[config.mk]
export PLATFORM = sky130hd
export DESIGN_NAME = fdcr_regs
export DESIGN_NICKNAME = d
export VERILOG_FILES = /design/src/hw/fdcr_pkg.sv /design/src/hw/fdcr_regs.sv
export SDC_FILE = /design/constraint.sdc
export NUM_CORES = 1
export LEC_CHECK = 0
export BUFFER_PORTS_ARGS = -buffer_cell sky130_fd_sc_hd__buf_4
export CAP_MARGIN = 20
export CORE_ASPECT_RATIO = 1.2
export CORE_MARGIN = 3
export CORE_UTILIZATION = 48
export CTS_BUF_LIST = sky130_fd_sc_hd__clkbuf_16
export DETAILED_ROUTE_END_ITERATION = 10
export GPL_ROUTABILITY_DRIVEN = 0
export PLACE_DENSITY = 0.72
export SLEW_MARGIN = 25
export SYNTH_ARGS = -nofsm -noshare
export SYNTH_HDL_FRONTEND = slang
export SYNTH_SLANG_ARGS = --single-unit
export TNS_END_PERCENT = 100
[constraint.sdc]
create_clock -name clk -period 3.1 [get_ports clk]
set_clock_uncertainty 0.05 [all_clocks]
set_input_delay 0.62 -clock clk [delete_from_list [all_inputs] [get_ports clk]]
set_output_delay 0.62 -clock clk [all_outputs]
set_load 0.02 [all_outputs]
[src/hw/fdcr_pkg.sv]
// Package for the floppy configuration register bank: offsets, fields, resets
package fdcr_pkg;

  // ==========================================================================
  // Register indices; the bus byte address is the index times four
  // ==========================================================================
  localparam logic [7:0] IDX_MODE = 8'hF0;
  localparam logic [7:0] IDX_OPTION = 8'hF1;
  localparam logic [7:0] IDX_TYPE = 8'hF2;
  localparam logic [7:0] IDX_RSVD = 8'hF3;
  localparam logic [7:0] IDX_DRV0 = 8'hF4;
  localparam logic [7:0] IDX_DRV1 = 8'hF5;
  localparam logic [7:0] IDX_SOFT_RESET = 8'hF6;
  localparam logic [7:0] IDX_STATUS = 8'hF7;
  localparam int ADDR_W = 10;

  // ==========================================================================
  // Reset values
  // ==========================================================================
  localparam logic [7:0] RST_MODE = 8'h0E;
  localparam logic [7:0] RST_OPTION = 8'h00;
  localparam logic [7:0] RST_TYPE = 8'hFF;
  localparam logic [7:0] RST_DRV = 8'h00;

  // ==========================================================================
  // Writable masks; other bits read as zero
  // ==========================================================================
  localparam logic [7:0] MASK_MODE = 8'hDF;
  localparam logic [7:0] MASK_OPTION = 8'hCC;
  localparam logic [7:0] MASK_DRV = 8'h5B;

  // ==========================================================================
  // Field positions
  // ==========================================================================
  localparam int MODE_ENH = 0;
  localparam int MODE_NONBURST = 1;
  localparam int MODE_IF_LO = 2;
  localparam int MODE_SWAP = 4;
  localparam int MODE_PUSHPULL = 6;
  localparam int MODE_TRISTATE = 7;
  localparam int OPT_DENS_LO = 2;
  localparam int OPT_BOOT_LO = 6;
  localparam int DRV_TYPE_LO = 0;
  localparam int DRV_RATE_LO = 3;
  localparam int DRV_PRECOMP = 6;

  // ==========================================================================
  // Density override codes and AXI responses
  // ==========================================================================
  localparam logic [1:0] DENS_FORCE_ONE = 2'h2;
  localparam logic [1:0] DENS_FORCE_ZERO = 2'h3;
  localparam logic [1:0] RESP_OKAY = 2'h0;
  localparam logic [1:0] RESP_SLVERR = 2'h2;

endpackage

[src/hw/fdcr_regs.sv]
// Floppy controller configuration register bank with AXI4-Lite slave
`timescale 1ns/1ps

module fdcr_regs
(
  input wire logic clk,
  input wire logic resetn,
  input wire logic [9:0] s_axi_awaddr,
  input wire logic s_axi_awvalid,
  output logic s_axi_awready,
  input wire logic [31:0] s_axi_wdata,
  input wire logic [3:0] s_axi_wstrb,
  input wire logic s_axi_wvalid,
  output logic s_axi_wready,
  output logic [1:0] s_axi_bresp,
  output logic s_axi_bvalid,
  input wire logic s_axi_bready,
  input wire logic [9:0] s_axi_araddr,
  input wire logic s_axi_arvalid,
  output logic s_axi_arready,
  output logic [31:0] s_axi_rdata,
  output logic [1:0] s_axi_rresp,
  output logic s_axi_rvalid,
  input wire logic s_axi_rready,
  input wire logic [1:0] core_drive_sel,
  input wire logic [1:0] core_motor_sel,
  input wire logic core_density,
  input wire logic [1:0] pp_drive_sel,
  output logic enhanced_mode,
  output logic dma_non_burst,
  output logic [1:0] interface_variant,
  output logic [1:0] boot_drive,
  output logic [1:0] drive_a_type,
  output logic [1:0] drive_b_type,
  output logic [1:0] drive_type_select0,
  output logic [1:0] drive_type_select1,
  output logic [1:0] data_rate_table_select0,
  output logic [1:0] data_rate_table_select1,
  output logic precomp_disable0,
  output logic precomp_disable1,
  output logic soft_reset_pulse,
  output logic [1:0] drive_sel_o,
  output logic [1:0] drive_sel_oe,
  output logic [1:0] motor_sel_o,
  output logic [1:0] motor_sel_oe,
  output logic density_o,
  output logic density_oe,
  output logic [1:0] pp_drive_sel_o
);

  // ==========================================================================
  // Register storage
  // ==========================================================================
  logic [7:0] floppy_mode_config;
  logic [7:0] floppy_option_config;
  logic [7:0] drive_type_store;
  logic [7:0] drive_zero_settings;
  logic [7:0] drive_one_settings;
  logic [7:0] soft_reset_count;

  // ==========================================================================
  // AXI4-Lite write channel
  // ==========================================================================
  logic aw_held;
  logic w_held;
  logic [7:0] aw_word;
  logic [7:0] w_byte;
  logic w_lane0;
  logic do_write;
  logic [7:0] next_aw_word;
  logic wr_hit;

  // Address and data may come in either order; write fires once both held
  assign do_write = aw_held && w_held && !s_axi_bvalid;
  assign next_aw_word = s_axi_awaddr[9:2];

  // Capture write address
  always_ff @(posedge clk or negedge resetn)
  begin
    if (!resetn)
    begin
      aw_held <= 1'b0;
      aw_word <= 8'h00;
      s_axi_awready <= 1'b1;
    end
    else if (s_axi_awvalid && s_axi_awready)
    begin
      aw_held <= 1'b1;
      aw_word <= next_aw_word;
      s_axi_awready <= 1'b0;
    end
    else if (do_write)
    begin
      aw_held <= 1'b0;
    end
    else if (!aw_held && !s_axi_bvalid)
    begin
      s_axi_awready <= 1'b1;
    end
  end

  // Capture write data, low lane only
  always_ff @(posedge clk or negedge resetn)
  begin
    if (!resetn)
    begin
      w_held <= 1'b0;
      w_byte <= 8'h00;
      w_lane0 <= 1'b0;
      s_axi_wready <= 1'b1;
    end
    else if (s_axi_wvalid && s_axi_wready)
    begin
      w_held <= 1'b1;
      w_byte <= s_axi_wdata[7:0];
      w_lane0 <= s_axi_wstrb[0];
      s_axi_wready <= 1'b0;
    end
    else if (do_write)
    begin
      w_held <= 1'b0;
    end
    else if (!w_held && !s_axi_bvalid)
    begin
      s_axi_wready <= 1'b1;
    end
  end

  // Decode which addresses exist on the write side
  always_comb
  begin
    unique case (aw_word)
      fdcr_pkg::IDX_MODE, fdcr_pkg::IDX_OPTION, fdcr_pkg::IDX_TYPE, fdcr_pkg::IDX_RSVD,
      fdcr_pkg::IDX_DRV0, fdcr_pkg::IDX_DRV1, fdcr_pkg::IDX_SOFT_RESET, fdcr_pkg::IDX_STATUS:
        wr_hit = 1'b1;
      default:
        wr_hit = 1'b0;
    endcase
  end

  // Write response; unmapped addresses answer SLVERR
  always_ff @(posedge clk or negedge resetn)
  begin
    if (!resetn)
    begin
      s_axi_bvalid <= 1'b0;
      s_axi_bresp <= fdcr_pkg::RESP_OKAY;
    end
    else if (do_write)
    begin
      s_axi_bvalid <= 1'b1;
      s_axi_bresp <= wr_hit ? fdcr_pkg::RESP_OKAY : fdcr_pkg::RESP_SLVERR;
    end
    else if (s_axi_bready)
    begin
      s_axi_bvalid <= 1'b0;
    end
  end

  // ==========================================================================
  // Register updates: only resetn (hard reset) restores defaults
  // ==========================================================================
  logic wr_en;
  assign wr_en = do_write && w_lane0;

  // Configuration registers, reserved bits masked on write
  always_ff @(posedge clk or negedge resetn)
  begin
    if (!resetn)
    begin
      floppy_mode_config <= fdcr_pkg::RST_MODE;
      floppy_option_config <= fdcr_pkg::RST_OPTION;
      drive_type_store <= fdcr_pkg::RST_TYPE;
      drive_zero_settings <= fdcr_pkg::RST_DRV;
      drive_one_settings <= fdcr_pkg::RST_DRV;
    end
    else if (wr_en)
    begin
      unique case (aw_word)
        fdcr_pkg::IDX_MODE: floppy_mode_config <= w_byte & fdcr_pkg::MASK_MODE;
        fdcr_pkg::IDX_OPTION: floppy_option_config <= w_byte & fdcr_pkg::MASK_OPTION;
        fdcr_pkg::IDX_TYPE: drive_type_store <= w_byte;
        fdcr_pkg::IDX_DRV0: drive_zero_settings <= w_byte & fdcr_pkg::MASK_DRV;
        fdcr_pkg::IDX_DRV1: drive_one_settings <= w_byte & fdcr_pkg::MASK_DRV;
        default: ;
      endcase
    end
  end

  // Soft reset strobe: pulses the core, never touches the registers above
  always_ff @(posedge clk or negedge resetn)
  begin
    if (!resetn)
    begin
      soft_reset_pulse <= 1'b0;
      soft_reset_count <= 8'h00;
    end
    else
    begin
      soft_reset_pulse <= wr_en && (aw_word == fdcr_pkg::IDX_SOFT_RESET) && w_byte[0];
      if (wr_en && (aw_word == fdcr_pkg::IDX_SOFT_RESET) && w_byte[0])
      begin
        soft_reset_count <= soft_reset_count + 8'h01;
      end
    end
  end

  // ==========================================================================
  // AXI4-Lite read channel
  // ==========================================================================
  logic [7:0] rd_val;
  logic rd_hit;
  logic [7:0] pin_status;

  // Pin status shows the block's own driven floppy outputs
  assign pin_status = {drive_sel_oe, density_o, density_oe, motor_sel_o, drive_sel_o};

  // Read mux
  always_comb
  begin
    rd_hit = 1'b1;
    unique case (s_axi_araddr[9:2])
      fdcr_pkg::IDX_MODE: rd_val = floppy_mode_config;
      fdcr_pkg::IDX_OPTION: rd_val = floppy_option_config;
      fdcr_pkg::IDX_TYPE: rd_val = drive_type_store;
      fdcr_pkg::IDX_RSVD: rd_val = 8'h00;
      fdcr_pkg::IDX_DRV0: rd_val = drive_zero_settings;
      fdcr_pkg::IDX_DRV1: rd_val = drive_one_settings;
      fdcr_pkg::IDX_SOFT_RESET: rd_val = soft_reset_count;
      fdcr_pkg::IDX_STATUS: rd_val = pin_status;
      default:
      begin
        rd_val = 8'h00;
        rd_hit = 1'b0;
      end
    endcase
  end

  // Read address accepted when no answer is pending; data one cycle later
  always_ff @(posedge clk or negedge resetn)
  begin
    if (!resetn)
    begin
      s_axi_arready <= 1'b1;
      s_axi_rvalid <= 1'b0;
      s_axi_rdata <= 32'h00000000;
      s_axi_rresp <= fdcr_pkg::RESP_OKAY;
    end
    else if (s_axi_arvalid && s_axi_arready)
    begin
      s_axi_arready <= 1'b0;
      s_axi_rvalid <= 1'b1;
      s_axi_rdata <= {24'h000000, rd_val};
      s_axi_rresp <= rd_hit ? fdcr_pkg::RESP_OKAY : fdcr_pkg::RESP_SLVERR;
    end
    else if (s_axi_rvalid && s_axi_rready)
    begin
      s_axi_rvalid <= 1'b0;
      s_axi_arready <= 1'b1;
    end
  end

  // ==========================================================================
  // Configuration outputs to the floppy core
  // ==========================================================================
  always_ff @(posedge clk or negedge resetn)
  begin
    if (!resetn)
    begin
      enhanced_mode <= 1'b0;
      dma_non_burst <= 1'b1;
      interface_variant <= 2'h3;
      boot_drive <= 2'h0;
      drive_a_type <= 2'h3;
      drive_b_type <= 2'h3;
      drive_type_select0 <= 2'h0;
      drive_type_select1 <= 2'h0;
      data_rate_table_select0 <= 2'h0;
      data_rate_table_select1 <= 2'h0;
      precomp_disable0 <= 1'b0;
      precomp_disable1 <= 1'b0;
    end
    else
    begin
      enhanced_mode <= floppy_mode_config[fdcr_pkg::MODE_ENH];
      dma_non_burst <= floppy_mode_config[fdcr_pkg::MODE_NONBURST];
      interface_variant <= floppy_mode_config[fdcr_pkg::MODE_IF_LO +: 2];
      boot_drive <= floppy_option_config[fdcr_pkg::OPT_BOOT_LO +: 2];
      drive_a_type <= drive_type_store[1:0];
      drive_b_type <= drive_type_store[3:2];
      drive_type_select0 <= drive_zero_settings[fdcr_pkg::DRV_TYPE_LO +: 2];
      drive_type_select1 <= drive_one_settings[fdcr_pkg::DRV_TYPE_LO +: 2];
      data_rate_table_select0 <= drive_zero_settings[fdcr_pkg::DRV_RATE_LO +: 2];
      data_rate_table_select1 <= drive_one_settings[fdcr_pkg::DRV_RATE_LO +: 2];
      precomp_disable0 <= drive_zero_settings[fdcr_pkg::DRV_PRECOMP];
      precomp_disable1 <= drive_one_settings[fdcr_pkg::DRV_PRECOMP];
    end
  end

  // ==========================================================================
  // Dedicated floppy pin drivers (active-high select values)
  // ==========================================================================
  logic swap;
  logic push_pull;
  logic tristate;
  logic [1:0] dens_code;
  logic [1:0] next_drive_sel;
  logic [1:0] next_motor_sel;
  logic next_density;

  assign swap = floppy_mode_config[fdcr_pkg::MODE_SWAP];
  assign push_pull = floppy_mode_config[fdcr_pkg::MODE_PUSHPULL];
  assign tristate = floppy_mode_config[fdcr_pkg::MODE_TRISTATE];
  assign dens_code = floppy_option_config[fdcr_pkg::OPT_DENS_LO +: 2];

  // Swap and density override
  always_comb
  begin
    next_drive_sel = swap ? {core_drive_sel[0], core_drive_sel[1]} : core_drive_sel;
    next_motor_sel = swap ? {core_motor_sel[0], core_motor_sel[1]} : core_motor_sel;
    if (dens_code == fdcr_pkg::DENS_FORCE_ONE)
    begin
      next_density = 1'b1;
    end
    else if (dens_code == fdcr_pkg::DENS_FORCE_ZERO)
    begin
      next_density = 1'b0;
    end
    else
    begin
      next_density = core_density;
    end
  end

  // Pin value and enable: open drain drives only low, tristate drives nothing
  always_ff @(posedge clk or negedge resetn)
  begin
    if (!resetn)
    begin
      drive_sel_o <= 2'h0;
      drive_sel_oe <= 2'h0;
      motor_sel_o <= 2'h0;
      motor_sel_oe <= 2'h0;
      density_o <= 1'b0;
      density_oe <= 1'b0;
    end
    else
    begin
      drive_sel_o <= next_drive_sel;
      motor_sel_o <= next_motor_sel;
      density_o <= next_density;
      drive_sel_oe <= tristate ? 2'h0 : (push_pull ? 2'h3 : ~next_drive_sel);
      motor_sel_oe <= tristate ? 2'h0 : (push_pull ? 2'h3 : ~next_motor_sel);
      density_oe <= tristate ? 1'b0 : (push_pull | ~next_density);
    end
  end

  // Parallel-port floppy path ignores style and tristate controls
  always_ff @(posedge clk or negedge resetn)
  begin
    if (!resetn)
    begin
      pp_drive_sel_o <= 2'h0;
    end
    else
    begin
      pp_drive_sel_o <= swap ? {pp_drive_sel[0], pp_drive_sel[1]} : pp_drive_sel;
    end
  end

endmodule

Word-level counts from Yosys, hierarchy flattened

Cells that the tools add are included.

Bits in registers: 106
Bits of input ports: 70
Output and inout bits: 74
Logic and storage cells: 123

Add/sub/neg operators: 1
Equality and inequality tests: 20
Muxes and demuxes: 30
Bitwise logic cells: 4
Reduce and logical (&&, ||, !) cells: 29

Operators by type and width:

| kind                                                            | number |
|---|---|
| 8-bit == test, second input constant                            | 16 |
| 8-bit one-hot mux with 7 select lines                           | 1 |
| 1-bit 2-to-1 mux                                                | 20 |
| 2-bit 2-to-1 mux                                                | 9 |
| 8-bit OR reduction                                              | 2 |
| 2-bit AND reduction                                             | 7 |
| 2-bit nonzero test                                              | 6 |
| 1-bit logical AND                                               | 11 |
| 8-bit by 1-bit adder with 8-bit output, second input constant   | 1 |
| 2-bit == test, second input constant                            | 2 |
| 2-bit by 1-bit != test with 1-bit output, second input constant | 2 |
| 2-bit inverter                                                  | 2 |
| 1-bit zero test                                                 | 3 |
| 1-bit inverter                                                  | 1 |
| 1-bit bitwise OR                                                | 1 |

Logic depth before layout (Yosys ltp)

Depth in word-level cells: 6
Mapped depth: 6
Gate-level depth less buffers: 4

Worst setup path after synthesis

OpenSTA, ideal clock, no wires.

Kind: reg2reg
Start point: register s_axi_bvalid
End point: register floppy_option_config[2]
Arrival: 1.627 ns
Data required time: 2.925 ns
Path slack: 1.298 ns
Stages on the path, launching flop included: 6
Period minus slack after synthesis: 1.802 ns
Path through: dfrtp_1 > nand3b_4 > nor4b_4 > and3_1 > buf_2 > mux2_2

Word-level cells in the longest chain between the ends: 4

Ends and longest elaborated chain:

| element                              | RTL line         | RTL |
|---|---|---|
| start: declaration                   | fdcr_regs.sv:16  | `output logic s_axi_bvalid,` |
| start signal: assignment             | fdcr_regs.sv:146 | `s_axi_bvalid <= 1'b0;` |
| start signal: assignment             | fdcr_regs.sv:151 | `s_axi_bvalid <= 1'b1;` |
| start signal: assignment             | fdcr_regs.sv:156 | `s_axi_bvalid <= 1'b0;` |
| 1-bit zero test                      | fdcr_regs.sv:74  | `assign do_write = aw_held && w_held && !s_axi_bvalid;` |
| 1-bit logical AND                    | fdcr_regs.sv:74  |  |
| 1-bit logical AND                    | fdcr_regs.sv:164 | `assign wr_en = do_write && w_lane0;` |
| 2-bit AND reduction (no source line) | -                |  |
| end signal: assignment               | fdcr_regs.sv:172 | `floppy_option_config <= fdcr_pkg::RST_OPTION;` |
| end signal: assignment               | fdcr_regs.sv:181 | `fdcr_pkg::IDX_OPTION: floppy_option_config <= w_byte & fdcr_pkg::MASK_OPTION;` |
| end: declaration                     | fdcr_regs.sv:55  | `logic [7:0] floppy_option_config;` |

No other way between the ends.
A chain may end at the register's enable or synchronous reset.

Worst setup path in the final report

Start point: register s_axi_bvalid
End point: register floppy_option_config[3]

Same word-level chain as after synthesis.

==> impl_metrics.env <==
export IMPL_syn_instance_count=325
export IMPL_rows=37
export IMPL_layout_drive_gt1_share=0.455
export IMPL_cts_root_buffer_cell="sky130_fd_sc_hd__clkbuf_16"
export IMPL_asyncSetResetFlopFracSynth=1.00
export IMPL_max_slew_margin=0.595
export IMPL_die_height_um=110
export IMPL_count_of_state_elements_after_synthesis=104
export IMPL_worst_setup_path_start_kind="flip-flop"
export IMPL_power_per_cell_area_nw_per_um2=722
export IMPL_worst_setup_path_startpoint="s_axi_bvalid$_DFFE_PN0P_"
export IMPL_cts_tree="yes"
export IMPL_drt_first_pass_iters=4
export IMPL_area_of_all_placed_cells_without_fillers_um2=5390
export IMPL_internal_power_mw=2.84
export IMPL_endpoint_kind="flip-flop"
export IMPL_start_util=0.500
export IMPL_antenna_cell_count=0
export IMPL_worstPathRequired_ps=3270
export IMPL_die_x_um=92.9
export IMPL_rsz_0062_raised_after_global_routing="no"
export IMPL_remaining_drc_errors=0
export IMPL_power_frac_clock=0.342
export IMPL_number_of_global_route_vias_before_repair=2744
export IMPL_pwr_share_seq=0.473
export IMPL_totalWireLength_um=8450
export IMPL_cts_max_path_buffers=2
export IMPL_synthDistinctLibCells=36
export IMPL_antenna_found_initial=0
export IMPL_hpwl_detailed_um=6190
export IMPL_grt_first_pass_wirelength_um=13800
export IMPL_clk_insertion_delay_late_ps=340
export IMPL_floorplan_core_area_um2=8700
export IMPL_dr_total_vias=2708
export IMPL_routedWlPerCell_um=15.8
export IMPL_cts_setup_buffers=0
export IMPL_postSynthAreaPerCell_um2=13.4
export IMPL_dp_slack_ps=1160
export IMPL_cts_repair_resize_count=0
export IMPL_layout_nets=484
export IMPL_grt_max_degree=42
export IMPL_worstSetupPathType="reg -> reg"
export IMPL_viasPerCell=5.06
export IMPL_worst_slew_pin_slew_ps=603
export IMPL_timing_max_cap_violations=0
export IMPL_syn2layout_area_growth_pct=23.7
export IMPL_finish_cell_count_without_fillers=535
export IMPL_max_clock_freq_mhz=528
export IMPL_yosysSeqAreaShare=0.604
export IMPL_synth_main_ff_cell="sky130_fd_sc_hd__dfrtp_1"
export IMPL_post_route_period_util=0.611
export IMPL_vdd_ir_drop_worst_uv=382
export IMPL_run_status="complete, no violations"
export IMPL_timing_final_max_slew_violations=0
export IMPL_combinationalPowerShare=0.185
export IMPL_die_area_um2=10300
export IMPL_cts_hold_fix_buffers=0
export IMPL_critical_path_max_fanout=7
export IMPL_tritoncts_num_sinks=104
export IMPL_timing_rr_start="s_axi_bvalid$_DFFE_PN0P_"
export IMPL_total_power_mw=3.89
export IMPL_place_inst=519
export IMPL_power_switching_mw=1.04
export IMPL_register_clock_pin_slew_on_the_reported_worst_setup_and_hold_paths_ps=70
export IMPL_place_port_buffers=86
export IMPL_hold_path_class="in -> async"
export IMPL_mostFrequentLayoutCell="sky130_fd_sc_hd__buf_4"
export IMPL_synth_edff_count=0
export IMPL_total_leakage_power_nw=2.62
export IMPL_worst_slack_ps=1210
export IMPL_timing_final_crit_period_ps=1890
export IMPL_finalSetupViolations=0
export IMPL_placed_cell_area_um2=5030
export IMPL_yosysWarningCount=0
export IMPL_syn_cell_area_um2=4350
export IMPL_switching_share=0.269
export IMPL_grt_overflow=0
export IMPL_finalSetupTns_ps=0
export IMPL_arrival_ps=2060
export IMPL_number_of_cts_inserted_buffers=9
export IMPL_final_hold_violation_count=0
export IMPL_pin_count=144
export IMPL_cts_max_level=3
export IMPL_detailedRoute_firstIterationViolations=62
export IMPL_ant_nets=0
export IMPL_commonest_non_fill_non_tap_cells_in_the_layout="87 x sky130_fd_sc_hd__buf_4, 83 x sky130_fd_sc_hd__dfrtp_1, 55 x sky130_fd_sc_hd__mux2_2"
export IMPL_global_route_usage_total=0.175
## cells in the mapped netlist (6+ instances only)
master                     n  area, µm²
sky130_fd_sc_hd__dfrtp_1  83       2080
sky130_fd_sc_hd__mux2_2   55        619
sky130_fd_sc_hd__buf_4    26        195
sky130_fd_sc_hd__nand2_1  22       82.6
sky130_fd_sc_hd__dfstp_2  21        552
sky130_fd_sc_hd__o21ai_0  17       85.1
sky130_fd_sc_hd__mux2i_1  13        130
sky130_fd_sc_hd__a21oi_1  10       50.1
sky130_fd_sc_hd__nand3_1   9       45.0
sky130_fd_sc_hd__nor2_1    9       33.8
sky130_fd_sc_hd__buf_2     6       30.0
sky130_fd_sc_hd__inv_1     6       22.5
sky130_fd_sc_hd__xnor2_1   6       52.6
## final timing paths
| check | endpoint | slack (ps) | depth (start not counted) |
|---|---|---|---|
| worst min register to register | drive_b_type[0]$_DFF_PN1_ | 320 | 0 |
| worst min-delay path | w_byte[6]$_DFFE_PN0P_ | 210 | 1 |
| worst max register to register | floppy_option_config[3]$_DFFE_PN0P_ | 1210 | 4 |
| worst max-delay path | floppy_option_config[3]$_DFFE_PN0P_ | 1210 | 4 |
| max in group asynchronous | floppy_mode_config[1]$_DFFE_PN1P_ | 2020 | 2 |
| min in group clk | drive_b_type[0]$_DFF_PN1_ | 320 | 0 |
## logic make-up after synthesis
family	synth area share
AO/OA/AOI/OAI	0.0497
XOR/XNOR	0.0141
AND/OR/NAND/NOR	0.0859
other	0.000861
flip-flops	0.604
adder cells (fa/ha/maj)	0.00287
buffers and inverters	0.0603
multiplexers	0.182
## area by class of cell
type,count,area (µm²)
clock buffer,9,225
multi-input combinational,204,1560
inverter,6,22.5
clock inverter,7,134
tap,117,146
timing repair buffer,88,673
sequential,104,2630
fill,687,3320
## metal layers
layer / GRT usage / wire length, µm / share of wire / up-vias
li1: - / - / - / 1261
met1: 0.223 / 3530 / 0.42 / 1342
met4: 0.0691 / 146 / 0.017 / 0
met5: 0 / 0 / 0 / -
met2: 0.295 / 4250 / 0.50 / 92
met3: 0.0367 / 523 / 0.062 / 13
## state kept, by name, indices dropped and copies added (netlist names), 4 cells and up
name	flops
soft_reset_count	8
drive_one_settings	5
floppy_mode_config	7
aw_word	8
s_axi_rdata	8
drive_zero_settings	5
drive_type_store	8
floppy_option_config	4
w_byte	8
## power groups by stage
stage	clock (mW)	sequential, mW	combinational, mW
2_1_floorplan	0	1.89	0.413
3_3_place_gp	0	1.85	0.711
3_5_place_dp	0	1.86	0.729
4_1_cts	1.36	1.84	0.732
5_1_grt	1.41	1.88	0.787
6_report	1.33	1.84	0.719
## stage by stage
step / utilization / hold slack (ps)
6_report: 0.619 / 208
5_1_grt: 0.619 / 246
4_1_cts: 0.619 / 231
3_5_place_dp: 0.578 / 316
3_3_place_gp: 0.578 / 313
2_1_floorplan: - / 274
## worst max-delay path: stages, from the launching register on
cell,delay [ps]
sky130_fd_sc_hd__dfrtp_1,440
sky130_fd_sc_hd__nand3b_4,240
sky130_fd_sc_hd__nor4b_4,330
sky130_fd_sc_hd__and3_1,350
sky130_fd_sc_hd__mux2_2,370
(Power assumes the default switching activity.)
